## config.mk

```make
export PLATFORM = sky130hd
export DESIGN_NAME = isic_top
export DESIGN_NICKNAME = d
export VERILOG_FILES = /design/src/design/isic_pkg.sv /design/src/design/isic_flag_bank.sv /design/src/design/isic_axil_slave.sv /design/src/design/isic_top.sv
export SDC_FILE = /design/constraint.sdc
export NUM_CORES = 1
export LEC_CHECK = 0
export ABC_AREA = 1
export BUFFER_PORTS_ARGS = -buffer_cell sky130_fd_sc_hd__buf_2
export CAP_MARGIN = 20
export CELL_PAD_IN_SITES_DETAIL_PLACEMENT = 0
export CELL_PAD_IN_SITES_GLOBAL_PLACEMENT = 2
export CORE_MARGIN = 1.5
export CORE_UTILIZATION = 24
export DETAILED_ROUTE_END_ITERATION = 10
export PLACE_DENSITY = 0.78
export SLEW_MARGIN = 20
export SYNTH_ARGS = -nofsm -noshare
export SYNTH_HDL_FRONTEND = slang
export SYNTH_SLANG_ARGS = --single-unit
```

## constraint.sdc

```tcl
create_clock -name CLOCK -period 1.05 [get_ports CLOCK]
set_input_delay 0.315 -clock CLOCK [delete_from_list [all_inputs] [get_ports CLOCK]]
set_output_delay 0.315 -clock CLOCK [all_outputs]
set_load 0.05 [all_outputs]
```

## src/design/isic_pkg.sv

```systemverilog
package isic_pkg;
    localparam int ADDR_W = 8;
    localparam int DATA_W = 32;
    localparam int REG_W = 8;
    localparam int DET_W = 3;
    localparam int IRQ_W = 4;
    localparam int CFG_W = 6;
    localparam logic [ADDR_W-1:0] OFF_STATUS = 8'h00;
    localparam logic [ADDR_W-1:0] OFF_RATE = 8'h04;
    localparam logic [ADDR_W-1:0] OFF_IRQ_STAT = 8'h08;
    localparam logic [ADDR_W-1:0] OFF_IRQ_MASK = 8'h0C;
    localparam logic [ADDR_W-1:0] WORD_MASK = 8'hFC;
    localparam int ST_MASTER = 7;
    localparam int ST_DIR = 6;
    localparam int ST_BUSY = 5;
    localparam int ST_INTMON = 4;
    localparam int ST_ARB = 3;
    localparam int ST_AAS = 2;
    localparam int ST_GC = 1;
    localparam int ST_LRB = 0;
    localparam int DET_ARB = 2;
    localparam int DET_AAS = 1;
    localparam int DET_GC = 0;
    localparam int RATE_ONE = 7;
    localparam int RATE_RUN = 6;
    localparam int IRQ_ARB = 0;
    localparam int IRQ_AAS = 1;
    localparam int IRQ_GC = 2;
    localparam int IRQ_CHAN = 3;
    localparam logic [REG_W-1:0] CTRL2_RESET = 8'h00;
    localparam logic [CFG_W-1:0] CFG_RESET = 6'h00;
    localparam logic RUN_RESET = 1'b0;
    localparam logic INTMON_RESET = 1'b1;
    localparam logic [IRQ_W-1:0] MASK_RESET = 4'h0;
    localparam logic [1:0] RESP_OKAY = 2'h0;
    localparam logic [1:0] RESP_SLVERR = 2'h2;
    typedef enum logic [1:0] {
        WST_COLLECT = 2'h0,
        WST_COMMIT = 2'h1,
        WST_RESP = 2'h3
    } isic_wstate_type;
    typedef enum logic [1:0] {
        RST_IDLE = 2'h0,
        RST_FETCH = 2'h1,
        RST_RESP = 2'h3
    } isic_rstate_type;
endpackage

```

## src/design/isic_flag_bank.sv

```systemverilog
`timescale 1ns/10ps
module isic_flag_bank #(
    parameter int WIDTH = 1
) (
    input wire logic clk,
    input wire logic rstn,
    input wire logic [WIDTH-1:0] set,
    input wire logic [WIDTH-1:0] clr,
    output logic [WIDTH-1:0] flags
);
    logic [WIDTH-1:0] flags_reg;
    logic [WIDTH-1:0] flags_next;
    genvar i;
    generate
        for (i = 0; i < WIDTH; i = i + 1) begin : g_bit
            // A set in the same cycle as a clear wins, so no event is lost.
            always_comb begin
                flags_next[i] = set[i] | (flags_reg[i] & ~clr[i]);
            end
        end
    endgenerate
    always_ff @(posedge clk) begin
        if (!rstn) begin
            flags_reg <= '0;
        end else begin
            flags_reg <= flags_next;
        end
    end
    assign flags = flags_reg;
endmodule // isic_flag_bank

```

## src/design/isic_axil_slave.sv

```systemverilog
`timescale 1ns/10ps
module isic_axil_slave (
    input wire logic clk,
    input wire logic rstn,
    input wire logic awvalid,
    output logic awready,
    input wire logic [isic_pkg::ADDR_W-1:0] awaddr,
    input wire logic wvalid,
    output logic wready,
    input wire logic [isic_pkg::DATA_W-1:0] wdata,
    input wire logic [3:0] wstrb,
    output logic bvalid,
    input wire logic bready,
    output logic [1:0] bresp,
    input wire logic arvalid,
    output logic arready,
    input wire logic [isic_pkg::ADDR_W-1:0] araddr,
    output logic rvalid,
    input wire logic rready,
    output logic [isic_pkg::DATA_W-1:0] rdata,
    output logic [1:0] rresp,
    output logic wr_en,
    output logic [isic_pkg::ADDR_W-1:0] wr_addr,
    output logic [isic_pkg::DATA_W-1:0] wr_data,
    output logic [3:0] wr_strb,
    input wire logic wr_hit,
    output logic [isic_pkg::ADDR_W-1:0] rd_addr,
    input wire logic [isic_pkg::DATA_W-1:0] rd_data,
    input wire logic rd_hit
);
    isic_pkg::isic_wstate_type wst_reg, wst_next;
    isic_pkg::isic_rstate_type rst_reg, rst_next;
    logic aw_have_reg, aw_have_next, w_have_reg, w_have_next;
    logic awready_reg, awready_next, wready_reg, wready_next;
    logic bvalid_reg, bvalid_next, arready_reg, arready_next, rvalid_reg, rvalid_next;
    logic [1:0] bresp_reg, bresp_next, rresp_reg, rresp_next;
    logic [isic_pkg::ADDR_W-1:0] waddr_reg, waddr_next, raddr_reg, raddr_next;
    logic [isic_pkg::DATA_W-1:0] wdata_reg, wdata_next, rdata_reg, rdata_next;
    logic [3:0] wstrb_reg, wstrb_next;
    always_comb begin
        wst_next = wst_reg;
        aw_have_next = aw_have_reg;
        w_have_next = w_have_reg;
        waddr_next = waddr_reg;
        wdata_next = wdata_reg;
        wstrb_next = wstrb_reg;
        bvalid_next = bvalid_reg;
        bresp_next = bresp_reg;
        unique case (wst_reg)
            isic_pkg::WST_COLLECT: begin
                if (awvalid && awready_reg) begin
                    aw_have_next = 1'b1;
                    waddr_next = awaddr;
                end
                if (wvalid && wready_reg) begin
                    w_have_next = 1'b1;
                    wdata_next = wdata;
                    wstrb_next = wstrb;
                end
                if (aw_have_next && w_have_next) begin
                    wst_next = isic_pkg::WST_COMMIT;
                end
            end
            isic_pkg::WST_COMMIT: begin
                bresp_next = wr_hit ? isic_pkg::RESP_OKAY : isic_pkg::RESP_SLVERR;
                bvalid_next = 1'b1;
                aw_have_next = 1'b0;
                w_have_next = 1'b0;
                wst_next = isic_pkg::WST_RESP;
            end
            isic_pkg::WST_RESP: begin
                if (bready) begin
                    bvalid_next = 1'b0;
                    wst_next = isic_pkg::WST_COLLECT;
                end
            end
            default: begin
                wst_next = isic_pkg::WST_COLLECT;
            end
        endcase
        awready_next = (wst_next == isic_pkg::WST_COLLECT) && !aw_have_next;
        wready_next = (wst_next == isic_pkg::WST_COLLECT) && !w_have_next;
    end
    always_comb begin
        rst_next = rst_reg;
        raddr_next = raddr_reg;
        rdata_next = rdata_reg;
        rresp_next = rresp_reg;
        rvalid_next = rvalid_reg;
        unique case (rst_reg)
            isic_pkg::RST_IDLE: begin
                if (arvalid && arready_reg) begin
                    raddr_next = araddr;
                    rst_next = isic_pkg::RST_FETCH;
                end
            end
            isic_pkg::RST_FETCH: begin
                rdata_next = rd_hit ? rd_data : '0;
                rresp_next = rd_hit ? isic_pkg::RESP_OKAY : isic_pkg::RESP_SLVERR;
                rvalid_next = 1'b1;
                rst_next = isic_pkg::RST_RESP;
            end
            isic_pkg::RST_RESP: begin
                if (rready) begin
                    rvalid_next = 1'b0;
                    rst_next = isic_pkg::RST_IDLE;
                end
            end
            default: begin
                rst_next = isic_pkg::RST_IDLE;
            end
        endcase
        arready_next = (rst_next == isic_pkg::RST_IDLE);
    end
    always_ff @(posedge clk) begin
        if (!rstn) begin
            wst_reg <= isic_pkg::WST_COLLECT;
            rst_reg <= isic_pkg::RST_IDLE;
            aw_have_reg <= 1'b0;
            w_have_reg <= 1'b0;
            awready_reg <= 1'b0;
            wready_reg <= 1'b0;
            arready_reg <= 1'b0;
            bvalid_reg <= 1'b0;
            rvalid_reg <= 1'b0;
            bresp_reg <= isic_pkg::RESP_OKAY;
            rresp_reg <= isic_pkg::RESP_OKAY;
            waddr_reg <= '0;
            raddr_reg <= '0;
            wdata_reg <= '0;
            rdata_reg <= '0;
            wstrb_reg <= '0;
        end else begin
            wst_reg <= wst_next;
            rst_reg <= rst_next;
            aw_have_reg <= aw_have_next;
            w_have_reg <= w_have_next;
            awready_reg <= awready_next;
            wready_reg <= wready_next;
            arready_reg <= arready_next;
            bvalid_reg <= bvalid_next;
            rvalid_reg <= rvalid_next;
            bresp_reg <= bresp_next;
            rresp_reg <= rresp_next;
            waddr_reg <= waddr_next;
            raddr_reg <= raddr_next;
            wdata_reg <= wdata_next;
            rdata_reg <= rdata_next;
            wstrb_reg <= wstrb_next;
        end
    end
    assign awready = awready_reg;
    assign wready = wready_reg;
    assign bvalid = bvalid_reg;
    assign bresp = bresp_reg;
    assign arready = arready_reg;
    assign rvalid = rvalid_reg;
    assign rdata = rdata_reg;
    assign rresp = rresp_reg;
    assign wr_en = (wst_reg == isic_pkg::WST_COMMIT);
    assign wr_addr = waddr_reg;
    assign wr_data = wdata_reg;
    assign wr_strb = wstrb_reg;
    assign rd_addr = raddr_reg;
endmodule // isic_axil_slave

```

## src/design/isic_top.sv

```systemverilog
`timescale 1ns/10ps
module isic_top (
    input wire logic CLOCK,
    input wire logic RSTN,
    input wire logic S_AXI_AWVALID,
    output logic S_AXI_AWREADY,
    input wire logic [isic_pkg::ADDR_W-1:0] S_AXI_AWADDR,
    input wire logic [2:0] S_AXI_AWPROT,
    input wire logic S_AXI_WVALID,
    output logic S_AXI_WREADY,
    input wire logic [isic_pkg::DATA_W-1:0] S_AXI_WDATA,
    input wire logic [3:0] S_AXI_WSTRB,
    output logic S_AXI_BVALID,
    input wire logic S_AXI_BREADY,
    output logic [1:0] S_AXI_BRESP,
    input wire logic S_AXI_ARVALID,
    output logic S_AXI_ARREADY,
    input wire logic [isic_pkg::ADDR_W-1:0] S_AXI_ARADDR,
    input wire logic [2:0] S_AXI_ARPROT,
    output logic S_AXI_RVALID,
    input wire logic S_AXI_RREADY,
    output logic [isic_pkg::DATA_W-1:0] S_AXI_RDATA,
    output logic [1:0] S_AXI_RRESP,
    input wire logic MASTER_ROLE_FLAG,
    input wire logic DIRECTION_FLAG,
    input wire logic BUS_OCCUPIED_FLAG,
    input wire logic CHANNEL_INTERRUPT,
    input wire logic ARB_LOST_SET,
    input wire logic OWN_ADDRESS_HIT_SET,
    input wire logic GENERAL_CALL_SET,
    input wire logic DETECT_CLEAR,
    input wire logic LAST_RX_BIT,
    input wire logic CLOCK_SYNC_SERIAL_MODE,
    input wire logic IDLE_MODE,
    output logic [isic_pkg::REG_W-1:0] CONTROL_REGISTER_TWO,
    output logic CONTROL_TWO_WRITE,
    output logic RUN_IN_IDLE,
    output logic CHANNEL_ENABLE,
    output logic IRQ
);
    logic wr_en;
    logic [isic_pkg::ADDR_W-1:0] wr_addr;
    logic [isic_pkg::DATA_W-1:0] wr_data;
    logic [3:0] wr_strb;
    logic wr_hit;
    logic [isic_pkg::ADDR_W-1:0] rd_addr;
    logic [isic_pkg::DATA_W-1:0] rd_data;
    logic rd_hit;

    logic [isic_pkg::ADDR_W-1:0] wr_word;
    logic [isic_pkg::ADDR_W-1:0] rd_word;
    logic wr_low;
    logic wr_status;
    logic wr_rate;
    logic wr_irq_stat;
    logic wr_irq_mask;

    logic [isic_pkg::DET_W-1:0] det_set;
    logic [isic_pkg::DET_W-1:0] det_flags;
    logic [isic_pkg::IRQ_W-1:0] irq_set;
    logic [isic_pkg::IRQ_W-1:0] irq_clr;
    logic [isic_pkg::IRQ_W-1:0] irq_flags;

    logic [isic_pkg::REG_W-1:0] status_word;
    logic [isic_pkg::REG_W-1:0] rate_word;
    logic [isic_pkg::REG_W-1:0] ctrl2_reg;
    logic [isic_pkg::REG_W-1:0] ctrl2_next;
    logic ctrl2_we_reg;
    logic ctrl2_we_next;
    logic run_idle_reg;
    logic run_idle_next;
    logic [isic_pkg::CFG_W-1:0] cfg_reg;
    logic [isic_pkg::CFG_W-1:0] cfg_next;
    logic [isic_pkg::IRQ_W-1:0] mask_reg;
    logic [isic_pkg::IRQ_W-1:0] mask_next;

    logic master_reg;
    logic master_next;
    logic dir_reg;
    logic dir_next;
    logic busy_reg;
    logic busy_next;
    logic intmon_reg;
    logic intmon_next;
    logic lrb_reg;
    logic lrb_next;
    logic int_req_d_reg;
    logic int_req_d_next;
    logic irq_reg;
    logic irq_next;
    logic chan_en_reg;
    logic chan_en_next;

    isic_axil_slave u_bus (
        .clk(CLOCK),
        .rstn(RSTN),
        .awvalid(S_AXI_AWVALID),
        .awready(S_AXI_AWREADY),
        .awaddr(S_AXI_AWADDR),
        .wvalid(S_AXI_WVALID),
        .wready(S_AXI_WREADY),
        .wdata(S_AXI_WDATA),
        .wstrb(S_AXI_WSTRB),
        .bvalid(S_AXI_BVALID),
        .bready(S_AXI_BREADY),
        .bresp(S_AXI_BRESP),
        .arvalid(S_AXI_ARVALID),
        .arready(S_AXI_ARREADY),
        .araddr(S_AXI_ARADDR),
        .rvalid(S_AXI_RVALID),
        .rready(S_AXI_RREADY),
        .rdata(S_AXI_RDATA),
        .rresp(S_AXI_RRESP),
        .wr_en(wr_en),
        .wr_addr(wr_addr),
        .wr_data(wr_data),
        .wr_strb(wr_strb),
        .wr_hit(wr_hit),
        .rd_addr(rd_addr),
        .rd_data(rd_data),
        .rd_hit(rd_hit)
    );

    // Protection bits carry no meaning here; every access is treated alike.
    always_comb begin
        wr_word = wr_addr & isic_pkg::WORD_MASK;
        rd_word = rd_addr & isic_pkg::WORD_MASK;
        wr_hit = (wr_word == isic_pkg::OFF_STATUS)
            || (wr_word == isic_pkg::OFF_RATE)
            || (wr_word == isic_pkg::OFF_IRQ_STAT)
            || (wr_word == isic_pkg::OFF_IRQ_MASK);
        rd_hit = (rd_word == isic_pkg::OFF_STATUS)
            || (rd_word == isic_pkg::OFF_RATE)
            || (rd_word == isic_pkg::OFF_IRQ_STAT)
            || (rd_word == isic_pkg::OFF_IRQ_MASK);
        // upper lanes ignored.
        // Only byte lane 0 holds register bits; upper lanes are dropped.
        wr_low = wr_en && wr_strb[0];
        // status write steering.
        // Status address write is steered away from the status flags.
        wr_status = wr_low && (wr_word == isic_pkg::OFF_STATUS);
        wr_rate = wr_low && (wr_word == isic_pkg::OFF_RATE);
        wr_irq_stat = wr_low && (wr_word == isic_pkg::OFF_IRQ_STAT);
        wr_irq_mask = wr_low && (wr_word == isic_pkg::OFF_IRQ_MASK);
    end

    // Detection flags set and hold.
    always_comb begin
        det_set = '0;
        det_set[isic_pkg::DET_ARB] = ARB_LOST_SET;
        det_set[isic_pkg::DET_AAS] = OWN_ADDRESS_HIT_SET;
        det_set[isic_pkg::DET_GC] = GENERAL_CALL_SET;
    end

    isic_flag_bank #(
        .WIDTH(isic_pkg::DET_W)
    ) u_detect (
        .clk(CLOCK),
        .rstn(RSTN),
        .set(det_set),
        .clr({isic_pkg::DET_W{DETECT_CLEAR}}),
        .flags(det_flags)
    );

    // Interrupt events, cleared by writing one.
    always_comb begin
        irq_set = '0;
        irq_set[isic_pkg::IRQ_ARB] = ARB_LOST_SET;
        irq_set[isic_pkg::IRQ_AAS] = OWN_ADDRESS_HIT_SET;
        irq_set[isic_pkg::IRQ_GC] = GENERAL_CALL_SET;
        irq_set[isic_pkg::IRQ_CHAN] = CHANNEL_INTERRUPT && !int_req_d_reg;
        irq_clr = wr_irq_stat ? wr_data[isic_pkg::IRQ_W-1:0] : '0;
    end

    isic_flag_bank #(
        .WIDTH(isic_pkg::IRQ_W)
    ) u_irq (
        .clk(CLOCK),
        .rstn(RSTN),
        .set(irq_set),
        .clr(irq_clr),
        .flags(irq_flags)
    );

    always_comb begin
        status_word = '0;
        // status monitor bits.
        // Live monitors for role, direction, bus and request.
        status_word[isic_pkg::ST_MASTER] = master_reg;
        status_word[isic_pkg::ST_DIR] = dir_reg;
        status_word[isic_pkg::ST_BUSY] = busy_reg;
        status_word[isic_pkg::ST_INTMON] = intmon_reg;
        // detection status bits.
        // Detection and last bit.
        status_word[isic_pkg::ST_ARB] = det_flags[isic_pkg::DET_ARB];
        status_word[isic_pkg::ST_AAS] = det_flags[isic_pkg::DET_AAS];
        status_word[isic_pkg::ST_GC] = det_flags[isic_pkg::DET_GC];
        status_word[isic_pkg::ST_LRB] = lrb_reg;

        rate_word = '0;
        rate_word[isic_pkg::RATE_ONE] = 1'b1;
        // serial mode override.
        // Serial mode forces idle bit in the read value only; RUN_IN_IDLE and channel gating ignore it.
        rate_word[isic_pkg::RATE_RUN] = run_idle_reg | CLOCK_SYNC_SERIAL_MODE;
        rate_word[isic_pkg::CFG_W-1:0] = cfg_reg;

        // upper bits zero.
        // Upper bits zero on read.
        rd_data = '0;
        if (rd_word == isic_pkg::OFF_STATUS) begin
            rd_data[isic_pkg::REG_W-1:0] = status_word;
        end else if (rd_word == isic_pkg::OFF_RATE) begin
            rd_data[isic_pkg::REG_W-1:0] = rate_word;
        end else if (rd_word == isic_pkg::OFF_IRQ_STAT) begin
            rd_data[isic_pkg::IRQ_W-1:0] = irq_flags;
        end else if (rd_word == isic_pkg::OFF_IRQ_MASK) begin
            rd_data[isic_pkg::IRQ_W-1:0] = mask_reg;
        end
    end

    always_comb begin
        master_next = MASTER_ROLE_FLAG;
        dir_next = DIRECTION_FLAG;
        busy_next = BUS_OCCUPIED_FLAG;
        // Request monitor reads zero while a request stands.
        intmon_next = !CHANNEL_INTERRUPT;
        lrb_next = LAST_RX_BIT;
        int_req_d_next = CHANNEL_INTERRUPT;

        // control two update.
        // Control register two write.
        ctrl2_next = wr_status ? wr_data[isic_pkg::REG_W-1:0] : ctrl2_reg;
        ctrl2_we_next = wr_status;
        // idle run bit.
        // Idle run setting write.
        run_idle_next = wr_rate ? wr_data[isic_pkg::RATE_RUN] : run_idle_reg;
        // Low field kept as written; software is expected to store zero there.
        cfg_next = wr_rate ? wr_data[isic_pkg::CFG_W-1:0] : cfg_reg;

        mask_next = wr_irq_mask ? wr_data[isic_pkg::IRQ_W-1:0] : mask_reg;
        irq_next = |(irq_flags & mask_reg);
        // idle stop gating.
        // Idle stop gating of the channel.
        chan_en_next = !IDLE_MODE || run_idle_reg;
    end

    always_ff @(posedge CLOCK) begin
        if (!RSTN) begin
            master_reg <= 1'b0;
            dir_reg <= 1'b0;
            busy_reg <= 1'b0;
            intmon_reg <= isic_pkg::INTMON_RESET;
            lrb_reg <= 1'b0;
            int_req_d_reg <= 1'b0;
            ctrl2_reg <= isic_pkg::CTRL2_RESET;
            ctrl2_we_reg <= 1'b0;
            run_idle_reg <= isic_pkg::RUN_RESET;
            cfg_reg <= isic_pkg::CFG_RESET;
            mask_reg <= isic_pkg::MASK_RESET;
            irq_reg <= 1'b0;
            chan_en_reg <= 1'b1;
        end else begin
            master_reg <= master_next;
            dir_reg <= dir_next;
            busy_reg <= busy_next;
            intmon_reg <= intmon_next;
            lrb_reg <= lrb_next;
            int_req_d_reg <= int_req_d_next;
            ctrl2_reg <= ctrl2_next;
            ctrl2_we_reg <= ctrl2_we_next;
            run_idle_reg <= run_idle_next;
            cfg_reg <= cfg_next;
            mask_reg <= mask_next;
            irq_reg <= irq_next;
            chan_en_reg <= chan_en_next;
        end
    end

    assign CONTROL_REGISTER_TWO = ctrl2_reg;
    assign CONTROL_TWO_WRITE = ctrl2_we_reg;
    assign RUN_IN_IDLE = run_idle_reg;
    assign CHANNEL_ENABLE = chan_en_reg;
    assign IRQ = irq_reg;
endmodule // isic_top

```

### Word-level counts from Yosys, hierarchy flattened

Index checks and enable logic that the tools add are counted.

| word-level totals | value |
|---|---|
| flip-flop bits (word level) | 107 |
| output and inout port bits | 53 |
| word-level logic and storage cells | 127 |

| cells by class | value |
|---|---|
| mux-type cells | 25 |
| eq/ne operators | 12 |
| bitwise gates (word level) | 21 |
| reductions and logical operators | 38 |

Operator list:

| operator | count |
|---|---|
| 6-bit by 2-bit equality test with 1-bit output, second input constant | 4 |
| 4-bit two-way mux | 5 |
| 8-bit logical NOT | 2 |
| 8-bit two-way mux | 2 |
| 6-bit by 1-bit equality test with 1-bit output, second input constant | 2 |
| 1-bit logical AND | 12 |
| 2-bit two-way mux | 6 |
| 2-bit case mux with 3 select lines | 2 |
| 2-bit AND reduction | 5 |
| 2-bit logical NOT | 4 |
| 1-bit bitwise OR | 8 |
| 1-bit case mux with 2 select lines | 4 |
| 1-bit AND | 7 |
| 1-bit logical OR | 7 |
| 1-bit two-way mux | 6 |
| 1-bit logical NOT | 5 |
| 1-bit inverter | 5 |
| 4-bit AND | 1 |
| 2-bit by 1-bit equality test with 1-bit output, second input constant | 2 |
| 2-bit equality test, second input constant | 2 |
| 2-bit != test, second input constant | 2 |
| 2-bit nonzero test | 2 |
| 4-bit OR reduction | 1 |

### Longest topological paths before layout

Gate-level depths: netlist (run 1).

| depth | value |
|---|---|
| depth after elaboration | 8 |
| gate-level depth with buffers | 8 |
| mapped depth without buffers | 8 |

### Cells and area by module

From an unflattened synthesis (run 1), not the netlist that was laid out.

| unflattened totals | value |
|---|---|
| cells, all modules | 690 |
| area, all modules | 5,171.2 sq um |

By module, submodules not included:

| module | cells an instance | area an instance (sq um) | instances | seq. area each (sq um) |
|---|---|---|---|---|
| isic_axil_slave | 433 | 3,402.0 | 1 | 1,941.9 |
| isic_top | 220 | 1,507.7 | 1 | 560.5 |
| isic_flag_bank (u_irq) | 21 | 148.9 | 1 | 80.1 |
| isic_flag_bank (u_detect) | 16 | 112.6 | 1 | 60.1 |

### Worst setup path before layout (run 1)

No wires, ideal clock.

| path | value |
|---|---|
| path kind | reg-to-reg |
| start | register u_bus.arready_reg (netlist: u_bus.arready) |
| end | register u_bus.raddr_reg, in the netlist u_bus.rd_addr[5] |
| slack | -0.322 ns |
| library setup time | 0.119 ns |
| period minus slack after synthesis | 1.372 ns |
| stages on the path, launching flop included | 7 |
| data arrival time | 1.252 ns |
| data required time | 0.931 ns |
| buffers on the path | 1 |
| path through | dfxtp_1 > nand2_1 > nor3_1 > inv_1 > buf_2 > o21ai_0 > a21oi_1 |

| on the way | value |
|---|---|
| word-level cells in the longest chain between the ends | 2 |

Ends and longest elaborated chain:

| what | RTL line | source |
|---|---|---|
| start, declared | isic_axil_slave.sv:35 | `logic bvalid_reg, bvalid_next, arready_reg, arready_next, rvalid_reg, rvalid_next;` |
| start signal, assigned | isic_axil_slave.sv:140 | `arready_reg <= arready_next;` |
| 1-bit logical AND | isic_axil_slave.sv:92 | `if (arvalid && arready_reg) begin` |
| 2-bit AND reduction (no line) | n/a |  |
| end signal, assigned | isic_axil_slave.sv:146 | `raddr_reg <= raddr_next;` |
| end, declared | isic_axil_slave.sv:37 | `logic [isic_pkg::ADDR_W-1:0] waddr_reg, waddr_next, raddr_reg, raddr_next;` |

Every way passes these cells.
A chain may end at the register's enable or synchronous reset.

### Worst setup path in the final report (run 1)

| path | value |
|---|---|
| start | register u_bus.raddr_reg, in the netlist u_bus.rd_addr[5] |
| end | register u_bus.rdata_reg, in the netlist u_bus.rdata[4] |

| on the way | value |
|---|---|
| word-level cells in the longest chain between the ends | 5 |
| elaborated cells between the ends (all ways) | 10 |
| those cells by class | eq/ne (3); mux (3); reduce/logical (4) |

Ends and longest elaborated chain:

| what | RTL line | source |
|---|---|---|
| 6-bit by 1-bit equality test with 1-bit output / 8-bit logical NOT (equally long branches) | n/a |  |
| 1-bit logical OR | isic_top.sv:133 | `\|\| (rd_word == isic_pkg::OFF_RATE)` |
| 1-bit logical OR | isic_top.sv:134 | `\|\| (rd_word == isic_pkg::OFF_IRQ_STAT)` |
| 1-bit logical OR | isic_top.sv:135 | `\|\| (rd_word == isic_pkg::OFF_IRQ_MASK);` |
| 8-bit two-way mux * | isic_axil_slave.sv:98 | `rdata_next = rd_hit ? rd_data : '0;` |
| end signal, assigned | isic_axil_slave.sv:148 | `rdata_reg <= rdata_next;` |
| end, declared | isic_axil_slave.sv:38 | `logic [isic_pkg::DATA_W-1:0] wdata_reg, wdata_next, rdata_reg, rdata_next;` |

Mark *: on every way between the ends. The rest lies on a longest branch, timed or not.

==> summary.txt, run 1 <==
Status
  • Status: complete, but fails checks
  • Failing checks: negative setup slack

STA
  • Final Hold Viols: 0
  • RSZ-0062 raised after global routing: true
  • Layout Skew: slightly below 0.005 ns
  • Min Tclk post-route: 1.22 ns
  • Setup ws final: -0.166 ns
  • Final Max Tran Viols: 0
  • # setup viols final: around 70
  • Period utilisation layout: 1.16
  • F_max: 0.822 GHz

CTS
  • Clock Root Buffer: clkbuf_16
  • Clk sink count: 77
  • CTS buffer count: 9
  • Clock slew at reported path FFs: 0.06 ns
  • Longest Clk Path Bufs: 2
  • CTS tree: done
  • H-tree levels: 3
  • Worst skew pair latency: roughly 0.33 ns

Finish
  • Fillers: about 1400
  • Final Cell Area: around 5000 sq um
  • Multi-input combinational cell area: between 1500 and 2000 sq um
  • Share of post-route cells with drive strength above 1: 0.482
  • N_diodes: 0
  • Storage cell area: between 1500 and 2000 sq um
  • Synth-to-layout area growth: 54.5%
  • Non-Filler Instances: 709
  • Util after Layout: 0.380
  • Nets: 604

GRT
  • GRT overflow: 0
  • Vias in the first global route: 2788
  • Largest net degree at the start of global routing: 27
  • Initial antenna violation count: 0
  • First-pass GRT wire length: ~13 mm
  • Gr usage total: 0.121

Floorplan
  • Die Y: roughly 120 um
  • Die width: 120 um
  • Row count: 42
  • Starting Density: 0.246
  • Num ports: between 100 and 150
  • Area of the core: 13200 sq um
  • Die area: approximately 14000 sq um

Critical path
  • Crit-path cells: nor2_4, buf_6, nand4_4, inv_2, nand2_1, nand2_1, nand2_1, a21oi_2
  • Worst Setup End Kind: flop
  • Slowest cell on crit path: dfxtp_2
  • Kind of start point of the critical path: flop
  • Worst reg2reg path startpoint: u_bus.rd_addr[5]$_SDFFE_PN0P_
  • Crit Path Max Fanout: 5
  • Reg-to-reg endpoint: u_bus.rdata[4]$_SDFFE_PN0P_
  • Most Frequent Cell on Critical Path: nand2_1
  • Worst R2R Path Depth: 8
  • Crit Path Category: reg -> reg
  • Crit-path max cell delay: ~0.33 ns
  • Worst R2R Setup Slack: -0.17 ns
  • Req. time, crit path: between 1 and 1.5 ns
  • Critical Path AT: 1.48 ns

Yosys
  • Netlist cell types: 35
  • Yosys warns: 0
  • Syn_area_per_cell: between 7 and 8 sq um
  • Cell count after synthesis: between 400 and 500
  • Synth Register Bits: 77
  • Post-synthesis cell area: about 3300 sq um
  • Seq/Total Area, Yosys: 0.473

Min path
  • Worst min path class: in -> reg
  • Worst Hold End: CHANNEL_ENABLE$_SDFF_PN1_
  • Hold Path Cell Cnt: 2
  • Hold path start: IDLE_MODE

Place
  • Placed insts: slightly below 700
  • Dpl hpwl: 5.97 mm
  • Routability-driven placement congestion ratio: roughly 0.75
  • PortBufs: 65
  • Placed Area: about 4000 sq um

Pwr
  • Pwr Density: around 1700 nW/um^2
  • LEAKAGE: roughly 2.2 nW
  • Total Power: approximately 8.6 mW
  • Peak supply drop: around 730 uV

Route
  • Final wirelength: around 8.3 mm
  • DR iter-0 viols: 82
  • DRT antenna net count: 0
  • Vias per Instance: between 4 and 5
  • DR pass1 iterations: 4
  • Total number of vias: ~2900
  • Number of remaining DRC errors: 0
  • Routed wire per std cell: around 12 um

Job
  • Max cap viols: 0
==> metrics by stage <==
stage	worst slack [ns]	TNS (ns)	hold slack [ns]
after global placement	-0.172	-4.26	0.410
after detailed placement	-0.180	-4.94	0.413
after global routing	-0.254	-12.68	0.145
after floorplan	-0.0553	-0.876	0.399
after CTS	-0.158	-7.72	0.144
final	-0.166	-6.82	0.158
==> timing repair <==
item | in CTS | in global routing
endpoints found under the hold margin | 0 | 0
resized for setup | 142 | 56
hold buffers | 0 | 0
setup endpoints to repair | 84 | 86
pin swaps | 22 | 25
cloned | 3 | 1
buffers inserted | 6 | 9
==> cell usage after synthesis (all sizes together) <==
| master | instances | share of area |
|---|---|---|
| clkinv | 2 | 0.0077 |
| nand2 | 59 | 0.081 |
| conb | 1 | 0.0012 |
| o21ai | 46 | 0.073 |
| nor2 | 89 | 0.13 |
| clkbuf | 6 | 0.0069 |
| nor3 | 2 | 0.0065 |
| dfxtp | 77 | 0.47 |
| a21oi | 30 | 0.050 |
| o211a | 1 | 0.0031 |
| or2 | 1 | 0.0019 |
| nand3 | 12 | 0.018 |
| buf | 30 | 0.068 |
| a41oi | 1 | 0.0027 |
| inv | 35 | 0.040 |
| o2111ai | 1 | 0.0027 |
| a31oi | 2 | 0.0038 |
| o211ai | 5 | 0.012 |
| nand4 | 9 | 0.019 |
==> where the power goes <==
part           switching, mW  leakage [nW]  internal (mW)
Combinational           1.26          1.44          0.811
Sequential             0.224         0.648           3.16
Clock                   1.21         0.149           1.90
Total                   2.70          2.23           5.87
==> how the worst max path moves through the flow <==
stage | from | end | slack (ns)
6_report | u_bus.rd_addr[5]$_SDFFE_PN0P_ | u_bus.rdata[4]$_SDFFE_PN0P_ | -0.17
4_1_cts | u_bus.wst_reg[0]$_SDFF_PN0_ | CONTROL_REGISTER_TWO[6]$_SDFFE_PN0P_ | -0.16
2_1_floorplan | u_bus.wr_addr[5]$_SDFFE_PN0P_ | RUN_IN_IDLE$_SDFFE_PN0P_ | -0.06
3_3_place_gp | u_bus.wr_addr[5]$_SDFFE_PN0P_ | RUN_IN_IDLE$_SDFFE_PN0P_ | -0.17
5_1_grt | u_bus.rd_addr[5]$_SDFFE_PN0P_ | u_bus.rdata[1]$_SDFFE_PN0P_ | -0.25
3_5_place_dp | u_bus.wr_addr[4]$_SDFFE_PN0P_ | RUN_IN_IDLE$_SDFFE_PN0P_ | -0.18
==> cells in the final DEF (no fill, tap or decap), drive strengths merged, types with 2 or more instances in the layout <==
master | synthesis | layout
buf | 30 | 116
a21oi | 30 | 30
inv | 35 | 36
nand4 | 9 | 9
conb | 1 | 26
nor2 | 89 | 89
clkbuf | 6 | 10
o211ai | 5 | 5
dfxtp | 77 | 77
nand2 | 59 | 61
clkinvlp | 0 | 3
a31oi | 2 | 2
clkinv | 2 | 4
o21ai | 46 | 46
nor3 | 2 | 2
nand3 | 12 | 12
==> area by class of cell <==
class	count	share of cell area
timing repair inverter	1	0.00149
inverter	37	0.0323
sequential	77	0.319
timing repair buffer	116	0.204
clock inverter	6	0.0119
multi-input combinational	286	0.340
tap	176	0.0438
clock buffer	10	0.0475
==> routing by layer <==
metal / up-vias / global-route usage / wire length, um
met2: 58 / 0.193 / 4030
li1: 1520 / - / -
met5: - / 0 / 0
met1: 1316 / 0.151 / 3750
met3: 10 / 0.0314 / 318
met4: 0 / 0.0603 / 170
==> cells by family after synthesis <==
family	after synthesis	share of synthesized area
AOI/OAI and AO/OA	86	0.146
and+or+nand+nor	172	0.256
DFF	77	0.473
buffers and inverters	73	0.123
other	1	0.00115
==> critical path: cells and delay by family, from the launching register on <==
kind / cells / cell delay (ns)
flip-flops: 1 / 0.33
AND/OR/NAND/NOR: 5 / 0.46
buffers and inverters: 2 / 0.23
AO/OA/AOI/OAI: 1 / 0.12
No activity file was read; power rests on OpenSTA's default activity.
==> run 2: changes to the inputs <==
--- a/config.mk
+++ b/config.mk
@@ -13,7 +13,7 @@
 export CORE_MARGIN = 1.5
 export CORE_UTILIZATION = 24
 export DETAILED_ROUTE_END_ITERATION = 10
-export PLACE_DENSITY = 0.78
+export PLACE_DENSITY_LB_ADDON = 0.25
 export SLEW_MARGIN = 20
 export SYNTH_ARGS = -nofsm -noshare
 export SYNTH_HDL_FRONTEND = slang
==> summary.txt, run 2 (synthesis gave the netlist of run 1 again) <==
Critical path
  • Critical Path AT: between 1 and 1.5 ns
  • Worst setup startpoint: u_bus.wst_reg[0]$_SDFF_PN0_
  • Crit Path Category: reg -> reg
  • Req. time, crit path: ~1.3 ns
  • Crit Path Max Fanout: 5
  • Kind of start point of the critical path: flop
  • Worst Setup End Kind: flop
  • Worst reg2reg path startpoint: u_bus.wst_reg[0]$_SDFF_PN0_

STA
  • RSZ-0062 raised after global routing: true
  • Final Hold Viols: 0
  • Setup ws final: -0.159 ns
  • Period utilisation layout: 1.15
  • Layout Skew: roughly 0.0065 ns
  • Sum Neg Setup Slack: -6.39 ns
  • # setup viols final: 70
  • Min Hold Slack: 0.156 ns
  • Min Tclk post-route: 1.21 ns
  • F_max: around 0.83 GHz
  • Final Max Tran Viols: 0

Pwr
  • Peak supply drop: roughly 770 uV
  • Pwr Density: between 1500 and 2000 nW/um^2
  • LEAKAGE: 2.20 nW

Finish
  • Commonest non-fill, non-tap cells in the layout: nor2_1, nand2_1, buf_4, dfxtp_1, buf_2
  • Non-Filler Instances: roughly 700
  • Nets: 604
  • Most common cell after layout, fill and taps aside: nor2_1
  • Util after Layout: 0.378
  • Final Cell Area: around 5000 sq um
  • Synth-to-layout area growth: 53.8%
  • N_diodes: 0
  • Share of post-route cells with drive strength above 1: 0.486

Place
  • Dpl hpwl: around 6 mm
  • Routability-driven placement congestion ratio: 0.756
  • Placed insts: 673
  • PortBufs: between 60 and 70
  • Placed Area: approximately 4000 sq um

Floorplan
  • Die width: around 120 um
  • Die Y: approximately 120 um
  • Die area: about 14000 sq um
  • Starting Density: 0.246
  • Num ports: ~130
  • Area of the core: between 10000 and 15000 sq um
  • Row count: 42

Route
  • DRT antenna net count: 0
  • Total number of vias: 2914
  • Vias per Instance: ~4.1
  • Number of remaining DRC errors: 0
  • DR iter-0 viols: 91
  • Final wirelength: 8.46 mm
  • DR pass1 iterations: 4
  • Routed wire per std cell: ~12 um

Job
  • Max cap viols: 0

Min path
  • Worst min path class: in -> reg
  • Hold path start: IDLE_MODE

GRT
  • Gr usage total: 0.124
  • GRT overflow: 0
  • Initial antenna violation count: 0
  • First-pass GRT wire length: roughly 14 mm
  • Vias in the first global route: 2878
  • Largest net degree at the start of global routing: 27

CTS
  • Longest Clk Path Bufs: 2
  • Clk sink count: just under 80
  • CTS buffer count: 9
  • Worst skew pair latency: ~0.33 ns
  • H-tree levels: 3
  • CTS tree: done
  • Clock Root Buffer: clkbuf_16
  • Clock slew at reported path FFs: ~0.06 ns

Status
  • Failing checks: negative setup slack
  • Status: complete, but fails checks
[run 2: path summary, 6_finish.rpt]
check / to / slack, ns / depth (start not counted)
min reg2reg: u_irq.flags[3]$_SDFF_PN0_ / 0.41 / 1
max reg2reg: cfg_reg[4]$_SDFFE_PN0P_ / -0.16 / 7
min: CHANNEL_ENABLE$_SDFF_PN1_ / 0.16 / 2
max: cfg_reg[4]$_SDFFE_PN0P_ / -0.16 / 7
[run 2: layout make-up]
class / instances / area (sq um)
sequential: 77 / 1600
multi-input combinational: 286 / 1670
timing repair inverter: 1 / 7.51
tap: 176 / 220
clock inverter: 6 / 85.1
clock buffer: 10 / 229
inverter: 37 / 165
fill: 1408 / 8230
timing repair buffer: 116 / 1030
[run 2: critical path: stages (launching register included)]
cell,delay (ns)
dfxtp_2,0.35
inv_2,0.06
nor2_4,0.11
nand2_4,0.10
nor2_8,0.16
nand2_4,0.11
o21ai_2,0.16
nor2_1,0.05
[run 2: metal layers]
layer / track usage / vias to the layer above / routed length [um] / part of all wire
met5: 0 / - / 0 / 0
met3: 0.0228 / 9 / 278 / 0.033
met4: 0.0603 / 0 / 165 / 0.020
met2: 0.202 / 56 / 4130 / 0.49
met1: 0.158 / 1336 / 3890 / 0.46
li1: - / 1513 / - / -
[run 2: metrics by stage]
step | total power, mW | setup slack (ns)
final | 8.84 | -0.159
after global routing | 9.30 | -0.231
after CTS | 8.79 | -0.167
after detailed placement | 5.05 | -0.224
after global placement | 5.04 | -0.195
after floorplan | 4.59 | -0.0553
[run 2: report_power, final]
part	internal (mW)	switching, mW
sequential	3.17	0.234
combinational	0.858	1.26
clock	2.08	1.23
total	6.11	2.73
[run 2: timing repair]
action | 4_1_cts | 5_1_grt
hold buffers | 0 | 0
endpoints found under the setup margin | 82 | 84
pin swaps | 12 | 12
buffers inserted | 7 | 10
gates resized for setup | 128 | 69
cloned | 2 | 1
